==> config.mk <==
export PLATFORM = sky130hd
export DESIGN_NAME = icu_input_capture_unit
export DESIGN_NICKNAME = d
export VERILOG_FILES = /design/src/hdl/icu_pkg.sv /design/src/hdl/icu_input_capture_unit.sv
export SDC_FILE = /design/constraint.sdc
export NUM_CORES = 1
export LEC_CHECK = 0
export ABC_AREA = 1
export BUFFER_PORTS_ARGS = -buffer_cell sky130_fd_sc_hd__clkbuf_2
export CAP_MARGIN = 20
export CORE_AREA = 2 2 94 96
export DETAILED_ROUTE_END_ITERATION = 10
export DIE_AREA = 0 0 96 98
export GPL_TIMING_DRIVEN = 0
export MAX_ROUTING_LAYER = met4
export PLACE_DENSITY = 0.89
export SKIP_CTS_REPAIR_TIMING = 1
export SYNTH_ARGS = -nofsm -noshare
export SYNTH_HDL_FRONTEND = slang
export SYNTH_SLANG_ARGS = --single-unit
export TNS_END_PERCENT = 5
==> constraint.sdc <==
create_clock -name ref_clk -period 3.51 [get_ports ref_clk]
set_clock_uncertainty 0.1 [all_clocks]
set_input_delay 0.351 -clock ref_clk [delete_from_list [all_inputs] [get_ports ref_clk]]
set_output_delay 0.351 -clock ref_clk [all_outputs]
set_load 0.02 [all_outputs]
==> src/hdl/icu_pkg.sv <==
// Input capture unit package: register map, field layout, mode codes.
// Assumes a 32-bit AHB-Lite register bus with word-aligned registers.
package icu_pkg;

   // ==========================================================
   // Register offsets (byte addresses)
   localparam logic [7:0] ICU_OFF_CTRL0   = 8'h00;
   localparam logic [7:0] ICU_OFF_CTRL1   = 8'h04;
   localparam logic [7:0] ICU_OFF_CAP0    = 8'h08;
   localparam logic [7:0] ICU_OFF_CAP1    = 8'h0c;
   localparam logic [7:0] ICU_OFF_STATUS  = 8'h10;
   localparam logic [7:0] ICU_OFF_MASK    = 8'h14;
   localparam logic [7:0] ICU_OFF_TIMER   = 8'h18;

   // ==========================================================
   // Field layout and reset values
   localparam int         ICU_MODE_W      = 4;
   localparam int         ICU_TIMER_W     = 16;
   localparam int         ICU_CHANNELS    = 2;
   localparam int         ICU_PRESC_W     = 4;
   localparam logic [3:0] ICU_CTRL_RST    = 4'h0;
   localparam logic [1:0] ICU_FLAG_RST    = 2'h0;
   localparam logic [1:0] ICU_MASK_RST    = 2'h0;
   localparam logic [3:0] ICU_PRESC_RST   = 4'h0;
   localparam logic [3:0] ICU_DIV4_LAST   = 4'h3;
   localparam logic [3:0] ICU_DIV16_LAST  = 4'hf;

   // ==========================================================
   // Capture mode select codes
   typedef enum logic [3:0] {
      ICU_MODE_OFF   = 4'b0000,
      ICU_MODE_FALL  = 4'b0100,
      ICU_MODE_RISE  = 4'b0101,
      ICU_MODE_RISE4 = 4'b0110,
      ICU_MODE_RISE16 = 4'b0111
   } icu_mode_e;

   // Pin group for one channel
   typedef struct packed {
      logic pinIn;
      logic portOut;
      logic pinDirectionBit;
   } icu_pin_s;

   // Captured value split in high and low bytes
   typedef struct packed {
      logic [7:0] captureValueHigh;
      logic [7:0] captureValueLow;
   } icu_cap_s;

endpackage

==> src/hdl/icu_input_capture_unit.sv <==
// Input capture unit: two capture channels sampling a shared 16-bit timer.
// Assumes pins synchronous to ref_clk, an AHB-Lite master, one slave on the bus.
//
// The AHB-Lite interface to the registers and the register addresses are this design's own decisions.
`timescale 1ns/1ns

// How it works
// - a qualifying event loads the full 16-bit shared timer into the capture value.
// - mode select picks falling, rising, every 4th or every 16th rising edge.
// - each capture sets the event flag; only software clears it.
// - a new capture overwrites the stored value even if unread.
// - prescaler counter held at zero while off or not in capture mode.
// - any reset clears the prescaler counter.
// - switching prescaler setting directly keeps the counter, may give spurious capture.
// - a mode change may flag a false capture; software masks and clears it.
// - with the pin as output, port writes reach the edge detector.
// - two independent identical channels, each with own control, value, pin, flag.
module icu_input_capture_unit
   import icu_pkg::*;
#(
   parameter int CHANNELS = icu_pkg::ICU_CHANNELS
) (
   input  wire logic                            ref_clk,
   input  wire logic                            resetn,
   input  wire logic [31:0]                     haddr,
   input  wire logic [1:0]                      htrans,
   input  wire logic                            hwrite,
   input  wire logic [2:0]                      hsize,
   input  wire logic [31:0]                     hwdata,
   input  wire logic                            hsel,
   input  wire logic                            hready,
   output logic      [31:0]                     hrdata,
   output logic                                 hreadyout,
   output logic                                 hresp,
   input  wire logic [icu_pkg::ICU_TIMER_W-1:0] sharedTimer,
   input  wire icu_pkg::icu_pin_s [1:0]         capturePin,
   output logic      [1:0]                      captureEvent,
   output logic                                 irq
);
   import icu_pkg::*;

   // ==========================================================
   // Reset release
   logic       rstSync1_ff;
   logic       rstSync2_ff;
   wire logic  rstN = rstSync2_ff;

   always_ff @(posedge ref_clk or negedge resetn) begin
      if (!resetn) begin
         rstSync1_ff <= 1'b0;
         rstSync2_ff <= 1'b0;
      end else begin
         rstSync1_ff <= 1'b1;
         rstSync2_ff <= rstSync1_ff;
      end
   end

   // ==========================================================
   // AHB-Lite slave
   logic        wrPend_ff;
   logic [7:0]  wrAddr_ff;
   logic [31:0] hrdata_ff;

   wire logic  accept  = hsel && hready && htrans[1];
   wire logic  rdReq   = accept && !hwrite;
   wire logic  wrReq   = accept && hwrite;
   wire logic  wrCtrl0 = wrPend_ff && (wrAddr_ff == ICU_OFF_CTRL0);
   wire logic  wrCtrl1 = wrPend_ff && (wrAddr_ff == ICU_OFF_CTRL1);
   wire logic  wrStat  = wrPend_ff && (wrAddr_ff == ICU_OFF_STATUS);
   wire logic  wrMask  = wrPend_ff && (wrAddr_ff == ICU_OFF_MASK);

   // Bus responses: no wait states, always OKAY
   assign hreadyout = 1'b1;
   assign hresp     = 1'b0;
   assign hrdata    = hrdata_ff;

   // Write request pending for the data phase
   always_ff @(posedge ref_clk or negedge rstN) begin
      if (!rstN) begin
         wrPend_ff <= 1'b0;
      end else begin
         wrPend_ff <= wrReq;
      end
   end

   // Address of the accepted transfer
   always_ff @(posedge ref_clk or negedge rstN) begin
      if (!rstN) begin
         wrAddr_ff <= 8'h00;
      end else if (accept) begin
         wrAddr_ff <= haddr[7:0];
      end
   end

   // ==========================================================
   // Control, mask and interrupt
   logic      [1:0]  wrCtrl;
   logic      [1:0]  clrReq;
   wire logic [1:0]  capHit;
   wire logic [1:0]  flagVec;
   wire logic [3:0]  ctrlVal [2];
   wire icu_cap_s    capVal  [2];
   logic      [1:0]  mask_ff;

   assign wrCtrl = {wrCtrl1, wrCtrl0};
   assign clrReq = wrStat ? hwdata[1:0] : 2'h0;

   always_ff @(posedge ref_clk or negedge rstN) begin
      if (!rstN) begin
         mask_ff <= ICU_MASK_RST;
      end else if (wrMask) begin
         mask_ff <= hwdata[1:0];
      end
   end

   assign irq          = |(flagVec & mask_ff);
   assign captureEvent = flagVec;

   // ==========================================================
   // Read mux
   logic        selCtrl0;
   logic        selCtrl1;
   logic        selCap0;
   logic        selCap1;
   logic        selStat;
   logic        selMask;
   logic        selTimer;

   assign selCtrl0 = (haddr[7:0] == ICU_OFF_CTRL0);
   assign selCtrl1 = (haddr[7:0] == ICU_OFF_CTRL1);
   assign selCap0  = (haddr[7:0] == ICU_OFF_CAP0);
   assign selCap1  = (haddr[7:0] == ICU_OFF_CAP1);
   assign selStat  = (haddr[7:0] == ICU_OFF_STATUS);
   assign selMask  = (haddr[7:0] == ICU_OFF_MASK);
   assign selTimer = (haddr[7:0] == ICU_OFF_TIMER);

   logic [31:0] rdCtrl0;
   logic [31:0] rdCtrl1;
   logic [31:0] rdCap0;
   logic [31:0] rdCap1;
   logic [31:0] rdStat;
   logic [31:0] rdMask;
   logic [31:0] rdTimer;

   assign rdCtrl0 = {28'h0, ctrlVal[0]};
   assign rdCtrl1 = {28'h0, ctrlVal[1]};
   assign rdCap0  = {16'h0, capVal[0]};
   assign rdCap1  = {16'h0, capVal[1]};
   assign rdStat  = {30'h0, flagVec};
   assign rdMask  = {30'h0, mask_ff};
   assign rdTimer = {16'h0, sharedTimer};

   logic [31:0] rdMux;
   assign rdMux = ({32{selCtrl0}} & rdCtrl0) |
                  ({32{selCtrl1}} & rdCtrl1) |
                  ({32{selCap0}}  & rdCap0)  |
                  ({32{selCap1}}  & rdCap1)  |
                  ({32{selStat}}  & rdStat)  |
                  ({32{selMask}}  & rdMask)  |
                  ({32{selTimer}} & rdTimer);

   // Read data register holds until the next read
   always_ff @(posedge ref_clk or negedge rstN) begin
      if (!rstN) begin
         hrdata_ff <= 32'h0000_0000;
      end else if (rdReq) begin
         hrdata_ff <= rdMux;
      end
   end

   // ==========================================================
   // Capture channels
   for (genvar ch = 0; ch < 2; ch++) begin : gChan
      logic [3:0] chCtrl_ff;
      logic       evtFlag_ff;
      logic       nxt_evtFlag;
      icu_cap_s   capReg_ff;
      logic       sync1_ff;
      logic       sync2_ff;
      logic       prev_ff;
      logic [3:0] presc_ff;
      logic [3:0] nxt_presc;
      logic       pinLevel;
      logic       rise;
      logic       fall;
      logic       capMode;
      logic       modeFall;
      logic       modeRise;
      logic       modeDiv;
      logic [3:0] lastCount;
      logic       prescLast;
      logic       divEdge;
      logic       hitFall;
      logic       hitRise;
      logic       hitDiv;
      logic       clrBit;
      logic       setBit;

      // Register view of this channel
      assign ctrlVal[ch] = chCtrl_ff;
      assign capVal[ch]  = capReg_ff;
      assign flagVec[ch] = evtFlag_ff;

      // Port latch reaches the detector while the pin is driven
      assign pinLevel = capturePin[ch].pinDirectionBit ? capturePin[ch].pinIn
                                                       : capturePin[ch].portOut;

      // Edges of the synchronised level
      assign rise = sync2_ff && !prev_ff;
      assign fall = !sync2_ff && prev_ff;

      // Mode decode
      assign capMode  = (chCtrl_ff[3:2] == 2'b01);
      assign modeFall = capMode && (chCtrl_ff[1:0] == 2'b00);
      assign modeRise = capMode && (chCtrl_ff[1:0] == 2'b01);
      assign modeDiv  = capMode && chCtrl_ff[1];

      // Edge prescaler; a setting change keeps the count
      assign lastCount = chCtrl_ff[0] ? ICU_DIV16_LAST : ICU_DIV4_LAST;
      assign prescLast = (presc_ff >= lastCount);
      assign divEdge   = modeDiv && rise;

      // Qualifying events
      assign hitFall    = modeFall && fall;
      assign hitRise    = modeRise && rise;
      assign hitDiv     = divEdge && prescLast;
      assign capHit[ch] = hitFall || hitRise || hitDiv;

      always_comb begin
         nxt_presc = presc_ff;
         if (!capMode) begin
            nxt_presc = ICU_PRESC_RST;
         end else if (divEdge) begin
            nxt_presc = prescLast ? ICU_PRESC_RST : presc_ff + 4'h1;
         end
      end

      // Control register of this channel
      always_ff @(posedge ref_clk or negedge rstN) begin
         if (!rstN) begin
            chCtrl_ff <= ICU_CTRL_RST;
         end else if (wrCtrl[ch]) begin
            chCtrl_ff <= hwdata[3:0];
         end
      end

      // Strobes of this channel
      assign clrBit = clrReq[ch];
      assign setBit = capHit[ch];

      // Event flag: a capture wins over a same-cycle clear
      assign nxt_evtFlag = (evtFlag_ff && !clrBit) || setBit;
      always_ff @(posedge ref_clk or negedge rstN) begin
         if (!rstN) begin
            evtFlag_ff <= ICU_FLAG_RST[ch];
         end else begin
            evtFlag_ff <= nxt_evtFlag;
         end
      end

      // Two-stage pin synchroniser
      always_ff @(posedge ref_clk or negedge rstN) begin
         if (!rstN) begin
            sync1_ff <= 1'b0;
            sync2_ff <= 1'b0;
         end else begin
            sync1_ff <= pinLevel;
            sync2_ff <= sync1_ff;
         end
      end

      // Edge history
      always_ff @(posedge ref_clk or negedge rstN) begin
         if (!rstN) begin
            prev_ff <= 1'b0;
         end else begin
            prev_ff <= sync2_ff;
         end
      end

      // Edge prescaler counter
      always_ff @(posedge ref_clk or negedge rstN) begin
         if (!rstN) begin
            presc_ff <= ICU_PRESC_RST;
         end else begin
            presc_ff <= nxt_presc;
         end
      end

      // Capture value: a new capture overwrites an unread one
      always_ff @(posedge ref_clk or negedge rstN) begin
         if (!rstN) begin
            capReg_ff <= '0;
         end else if (setBit) begin
            capReg_ff <= sharedTimer;
         end
      end
   end

endmodule

==> report_table.html <==
<table>
<tr><th>Metric</th><th>Value</th></tr>
<tr><th colspan="2">Outcome</th></tr>
<tr><td>Status</td><td>complete, no violations</td></tr>
<tr><th colspan="2">Setup path</th></tr>
<tr><td>Path type of the worst setup path</td><td>register to register</td></tr>
<tr><td>Maximum fanout count along the critical path</td><td>10</td></tr>
<tr><td>R2R setup slack</td><td>roughly 1.7 ns</td></tr>
<tr><td>Arrival time worst endpoint</td><td>2.06 ns</td></tr>
<tr><td>Slowest stage delay, CP</td><td>around 0.4 ns</td></tr>
<tr><td>Buffers plus inverters on the worst setup path</td><td>3</td></tr>
<tr><td>Critical Path Start Type</td><td>register</td></tr>
<tr><td>Start of the worst register-to-register path</td><td>gChan[0].chCtrl_ff[0]$_DFFE_PN0P_</td></tr>
<tr><td>Endpoint kind of the worst setup timing path</td><td>register</td></tr>
<tr><td>Kind of cell adding the most delay to the critical path</td><td>buffers and inverters</td></tr>
<tr><td>Worst path required time</td><td>3.72 ns</td></tr>
<tr><td>Master of the slowest instance on the critical path</td><td>sky130_fd_sc_hd__dfrtp_1</td></tr>
<tr><td>Ordered cell list for the critical path</td><td>inv_1, ha_1, a21oi_1, nand2_1, nand2_1, nand2_1, inv_2, buf_2, nand2_1, nand2_1</td></tr>
<tr><td>Worst reg2reg path endpoint</td><td>capVal[30]$_DFFE_PN0P_</td></tr>
<tr><td>Dominant cell type by count on the critical path</td><td>sky130_fd_sc_hd__nand2_1</td></tr>
<tr><td>Worst-case reg-to-reg path depth</td><td>10</td></tr>
<tr><th colspan="2">Placement</th></tr>
<tr><td>Sum of net half-perimeters after detailed placement</td><td>about 7000 um</td></tr>
<tr><td>Placed Instance Area</td><td>roughly 0.0047 sq mm</td></tr>
<tr><td>Final weighted congestion in routability-driven placement</td><td>0.8604</td></tr>
<tr><td>Pre-CTS worst setup slack</td><td>roughly 1.7 ns</td></tr>
<tr><td>Quantity of I/O buffers inserted on ports</td><td>58</td></tr>
<tr><th colspan="2">Floorplanning</th></tr>
<tr><td>Site row count</td><td>34</td></tr>
<tr><td>Core outline area</td><td>~0.0085 sq mm</td></tr>
<tr><td>Die ar.</td><td>around 0.0094 sq mm</td></tr>
<tr><td>Height of the die</td><td>between 90 and 100 um</td></tr>
<tr><td>Die outline width</td><td>96 um</td></tr>
<tr><td>Initial Util</td><td>just under 50%</td></tr>
<tr><td>Total I/O pin count</td><td>~130</td></tr>
<tr><th colspan="2">CTS</th></tr>
<tr><td>Number of buffers on the longest clock path</td><td>2</td></tr>
<tr><td>Clock latency on the worst-skew pair</td><td>between 0.3 and 0.4 ns</td></tr>
<tr><td>Clock-pin slew reported for the worst setup and hold paths after clock tree synthesis</td><td>approximately 0.090 ns</td></tr>
<tr><td>Root buffer cell</td><td>sky130_fd_sc_hd__clkbuf_8</td></tr>
<tr><td>H-Tree Depth</td><td>3</td></tr>
<tr><td>TritonCTS clock tree</td><td>done</td></tr>
<tr><td>Sink Count</td><td>85</td></tr>
<tr><td>TritonCTS buffer count</td><td>9</td></tr>
<tr><th colspan="2">STA</th></tr>
<tr><td>Setup WS post-layout</td><td>roughly 1.7 ns</td></tr>
<tr><td>Achievable Freq</td><td>539.4 MHz</td></tr>
<tr><td>Count of endpoints failing hold in the final timing report</td><td>0</td></tr>
<tr><td>Final max-slew violation count</td><td>0</td></tr>
<tr><td>Unrepaired setup endpoints after global routing</td><td>false</td></tr>
<tr><td>Worst rel slew slack</td><td>~64%</td></tr>
<tr><td>Hold slack</td><td>around 0.10 ns</td></tr>
<tr><td>Crit share post-route</td><td>between 50% and 60%</td></tr>
<tr><td>Final setup TNS</td><td>0 ns</td></tr>
<tr><td>Final-report setup violation count</td><td>0</td></tr>
<tr><td>Final critical path time including I/O delays and setup</td><td>about 1.9 ns</td></tr>
<tr><td>Worst Tran Pin Value</td><td>0.5440 ns</td></tr>
<tr><th colspan="2">Global routing</th></tr>
<tr><td>Maximum number of pins on one net before global-route repair</td><td>between 50 and 60</td></tr>
<tr><td>Overflow after GRT</td><td>0</td></tr>
<tr><td>Initial antenna violation count</td><td>0</td></tr>
<tr><td>Global-route wire length before repair</td><td>around 16000 um</td></tr>
<tr><td>Overall global routing resource usage</td><td>22.65%</td></tr>
<tr><td>Via count of the first global-routing pass</td><td>roughly 3600</td></tr>
<tr><th colspan="2">Finish</th></tr>
<tr><td>Share of post-route cells with drive strength above 1</td><td>a little under a quarter</td></tr>
<tr><td>Filler instances</td><td>between 700 and 800</td></tr>
<tr><td>Number of antenna diodes</td><td>0</td></tr>
<tr><td>Multi-input logic area</td><td>between 0.0015 and 0.002 sq mm</td></tr>
<tr><td>Layout area overhead</td><td>17.76%</td></tr>
<tr><td>Final instance area</td><td>about 0.0049 sq mm</td></tr>
<tr><td>Final layout net count</td><td>697</td></tr>
<tr><td>Register cell area after layout</td><td>about 0.0021 sq mm</td></tr>
<tr><th colspan="2">Hold path</th></tr>
<tr><td>Startpoint of the most critical hold path</td><td>hwrite</td></tr>
<tr><td>Number of stages on the worst hold path</td><td>3</td></tr>
<tr><td>Hold endpoint</td><td>wrPend_ff$_DFF_PN0_</td></tr>
<tr><td>Class of the most critical hold timing path</td><td>input pin to register</td></tr>
<tr><th colspan="2">Synth</th></tr>
<tr><td>Sequential fraction of the synthesis area</td><td>between 50 and 60%</td></tr>
<tr><td>Instance count of the mapped netlist</td><td>approximately 510</td></tr>
<tr><td>Cell variety after synth</td><td>33</td></tr>
<tr><td>Netlist area before placement</td><td>around 0.0042 sq mm</td></tr>
<tr><td>Number of synthesized register bits</td><td>between 80 and 90</td></tr>
<tr><td>Synthesized area divided by synthesized cell count</td><td>8.213 sq um</td></tr>
<tr><td>YS warnings</td><td>0</td></tr>
<tr><th colspan="2">Drt</th></tr>
<tr><td>Iteration-0 DRC count of the detailed router</td><td>299</td></tr>
<tr><td>Drt wl/cell</td><td>13.46 um</td></tr>
<tr><td>Iteration count of the initial detailed-routing pass</td><td>7</td></tr>
<tr><td>Wire length reported by the detailed router</td><td>9531 um</td></tr>
<tr><td>Count of antenna-violating nets left after detailed routing</td><td>0</td></tr>
<tr><td>Number of vias per cell after detailed routing</td><td>5.116</td></tr>
<tr><td>Via count</td><td>between 3000 and 4000</td></tr>
<tr><td>Residual DRC</td><td>0</td></tr>
<tr><th colspan="2">Power</th></tr>
<tr><td>PD cells</td><td>about 460 mW/mm^2</td></tr>
<tr><td>LEAKAGE</td><td>approximately 2.6 nW</td></tr>
<tr><td>Final Power</td><td>2.232 mW</td></tr>
<tr><td>Largest voltage drop on the vdd net</td><td>between 0.0002 and 0.0003 V</td></tr>
<tr><th colspan="2">Run</th></tr>
<tr><td>Total of max-cap violations</td><td>0</td></tr>
</table>
[area by class of cell]
cell class                 instances  area share, %
sequential                        85          43.45
multi-input combinational        356          34.09
timing repair buffer              60          6.685
buffer                            32          4.797
inverter                          51          3.955
clock buffer                      10          2.807
tap                              108          2.756
clock inverter                     6          1.454
[per-stage QoR]
stage,utilization [%],cells
after floorplan,-,524
after global placement,54.97,690
after detailed placement,55.34,691
after CTS,57.80,707
after global routing,57.92,708
final,57.92,708
[sequential cells by signal, indices dropped and copies added (netlist names), 2 cells and up]
| name | cells |
|---|---|
| hrdata | 16 |
| gChan.prev_ff | 2 |
| wrAddr_ff | 8 |
| gChan.presc_ff | 8 |
| gChan.chCtrl_ff | 8 |
| gChan.sync1_ff | 2 |
| mask_ff | 2 |
| gChan.sync2_ff | 2 |
| capVal | 32 |
| gChan.evtFlag_ff | 2 |
[synthesized netlist by cell type]
cell type,count,area share (%)
sky130_fd_sc_hd__inv_2,11,0.99
sky130_fd_sc_hd__buf_6,4,1.1
sky130_fd_sc_hd__inv_1,38,3.4
sky130_fd_sc_hd__o211ai_1,2,0.36
sky130_fd_sc_hd__nand3_2,1,0.24
sky130_fd_sc_hd__nand2_1,146,13
sky130_fd_sc_hd__a22o_1,3,0.63
sky130_fd_sc_hd__conb_1,2,0.18
sky130_fd_sc_hd__o21ai_0,18,2.2
sky130_fd_sc_hd__xnor2_1,2,0.42
sky130_fd_sc_hd__dfrtp_1,85,51
sky130_fd_sc_hd__a21oi_1,7,0.84
sky130_fd_sc_hd__nor2_1,55,5.0
sky130_fd_sc_hd__nor2_2,6,0.90
sky130_fd_sc_hd__buf_2,5,0.60
sky130_fd_sc_hd__nor2_4,2,0.54
sky130_fd_sc_hd__nand2_2,6,0.90
sky130_fd_sc_hd__xor2_1,2,0.42
sky130_fd_sc_hd__nor2_8,1,0.48
sky130_fd_sc_hd__nor3_1,3,0.36
sky130_fd_sc_hd__o21ai_1,43,5.2
sky130_fd_sc_hd__clkbuf_1,2,0.18
sky130_fd_sc_hd__mux2_2,2,0.54
sky130_fd_sc_hd__buf_4,21,3.8
sky130_fd_sc_hd__clkinv_2,2,0.24
sky130_fd_sc_hd__o21ai_2,1,0.21
sky130_fd_sc_hd__ha_1,6,1.8
sky130_fd_sc_hd__a31oi_1,1,0.15
sky130_fd_sc_hd__or2_1,1,0.15
sky130_fd_sc_hd__nand3_1,24,2.9
sky130_fd_sc_hd__nand2_4,2,0.54
sky130_fd_sc_hd__nor4_1,2,0.30
sky130_fd_sc_hd__nor3b_2,1,0.30
[cell families after synthesis]
kind of cell,synth area share [%]
compound gates,9.525
xor+xnor,0.8415
fa+ha+maj,1.803
buf+inv,10.31
flops,51.08
mux,0.5408
other cells,0.1804
simple gates,25.72
[how the worst max path moves through the flow]
stage                                       from  slack [ns]                    endpoint  cells past startpoint
6_report       gChan[0].chCtrl_ff[0]$_DFFE_PN0P_        1.66      capVal[30]$_DFFE_PN0P_                     10
5_1_grt        gChan[0].chCtrl_ff[0]$_DFFE_PN0P_        1.48      capVal[16]$_DFFE_PN0P_                     10
2_1_floorplan                     rstN$_DFF_PN0_        0.87       capVal[0]$_DFFE_PN0P_                      0
4_1_cts        gChan[0].chCtrl_ff[0]$_DFFE_PN0P_        1.66      capVal[24]$_DFFE_PN0P_                     10
3_5_place_dp   gChan[0].chCtrl_ff[0]$_DFFE_PN0P_        1.69      capVal[30]$_DFFE_PN0P_                     10
3_3_place_gp                      rstN$_DFF_PN0_        0.07  gChan[0].prev_ff$_DFF_PN0_                      0
[worst reg2reg max path, cell delays in order (launching register included)]
cell and delay, ns:
sky130_fd_sc_hd__dfrtp_1 0.40, sky130_fd_sc_hd__inv_1 0.13, sky130_fd_sc_hd__ha_1 0.26, sky130_fd_sc_hd__a21oi_1 0.13, sky130_fd_sc_hd__nand2_1 0.08, sky130_fd_sc_hd__nand2_1 0.07, sky130_fd_sc_hd__nand2_1 0.10, sky130_fd_sc_hd__inv_2 0.11
sky130_fd_sc_hd__buf_2 0.25, sky130_fd_sc_hd__nand2_1 0.09, sky130_fd_sc_hd__nand2_1 0.08
[placed cells by master, fill, tap and decap left out, drive strengths merged, types with 3 or more instances in the layout]
cell,netlist,layout
buf,30,31
conb,2,19
a21oi,7,7
o21ai,62,62
clkbuf,2,70
a22o,3,3
nand3,25,25
nor2,64,64
dfrtp,85,85
nor3,3,3
nand2,154,154
ha,6,6
clkinv,2,4
inv,49,50
[routing by layer]
layer	vias to the layer above	wire length, um	global-route usage [%]
met1	1700	3822	27.28
met5	-	0	-
li1	1733	-	-
met3	31	587	3.935
met4	0	286	12.97
met2	158	4834	35.47
[where the power goes]
group          switching (mW)  leakage, nW  internal, mW
combinational           0.219         1.57         0.133
clock                   0.370       0.0991         0.353
sequential             0.0760        0.899          1.08
total                   0.665         2.57          1.57
No activity file was read; power rests on OpenSTA's default activity.
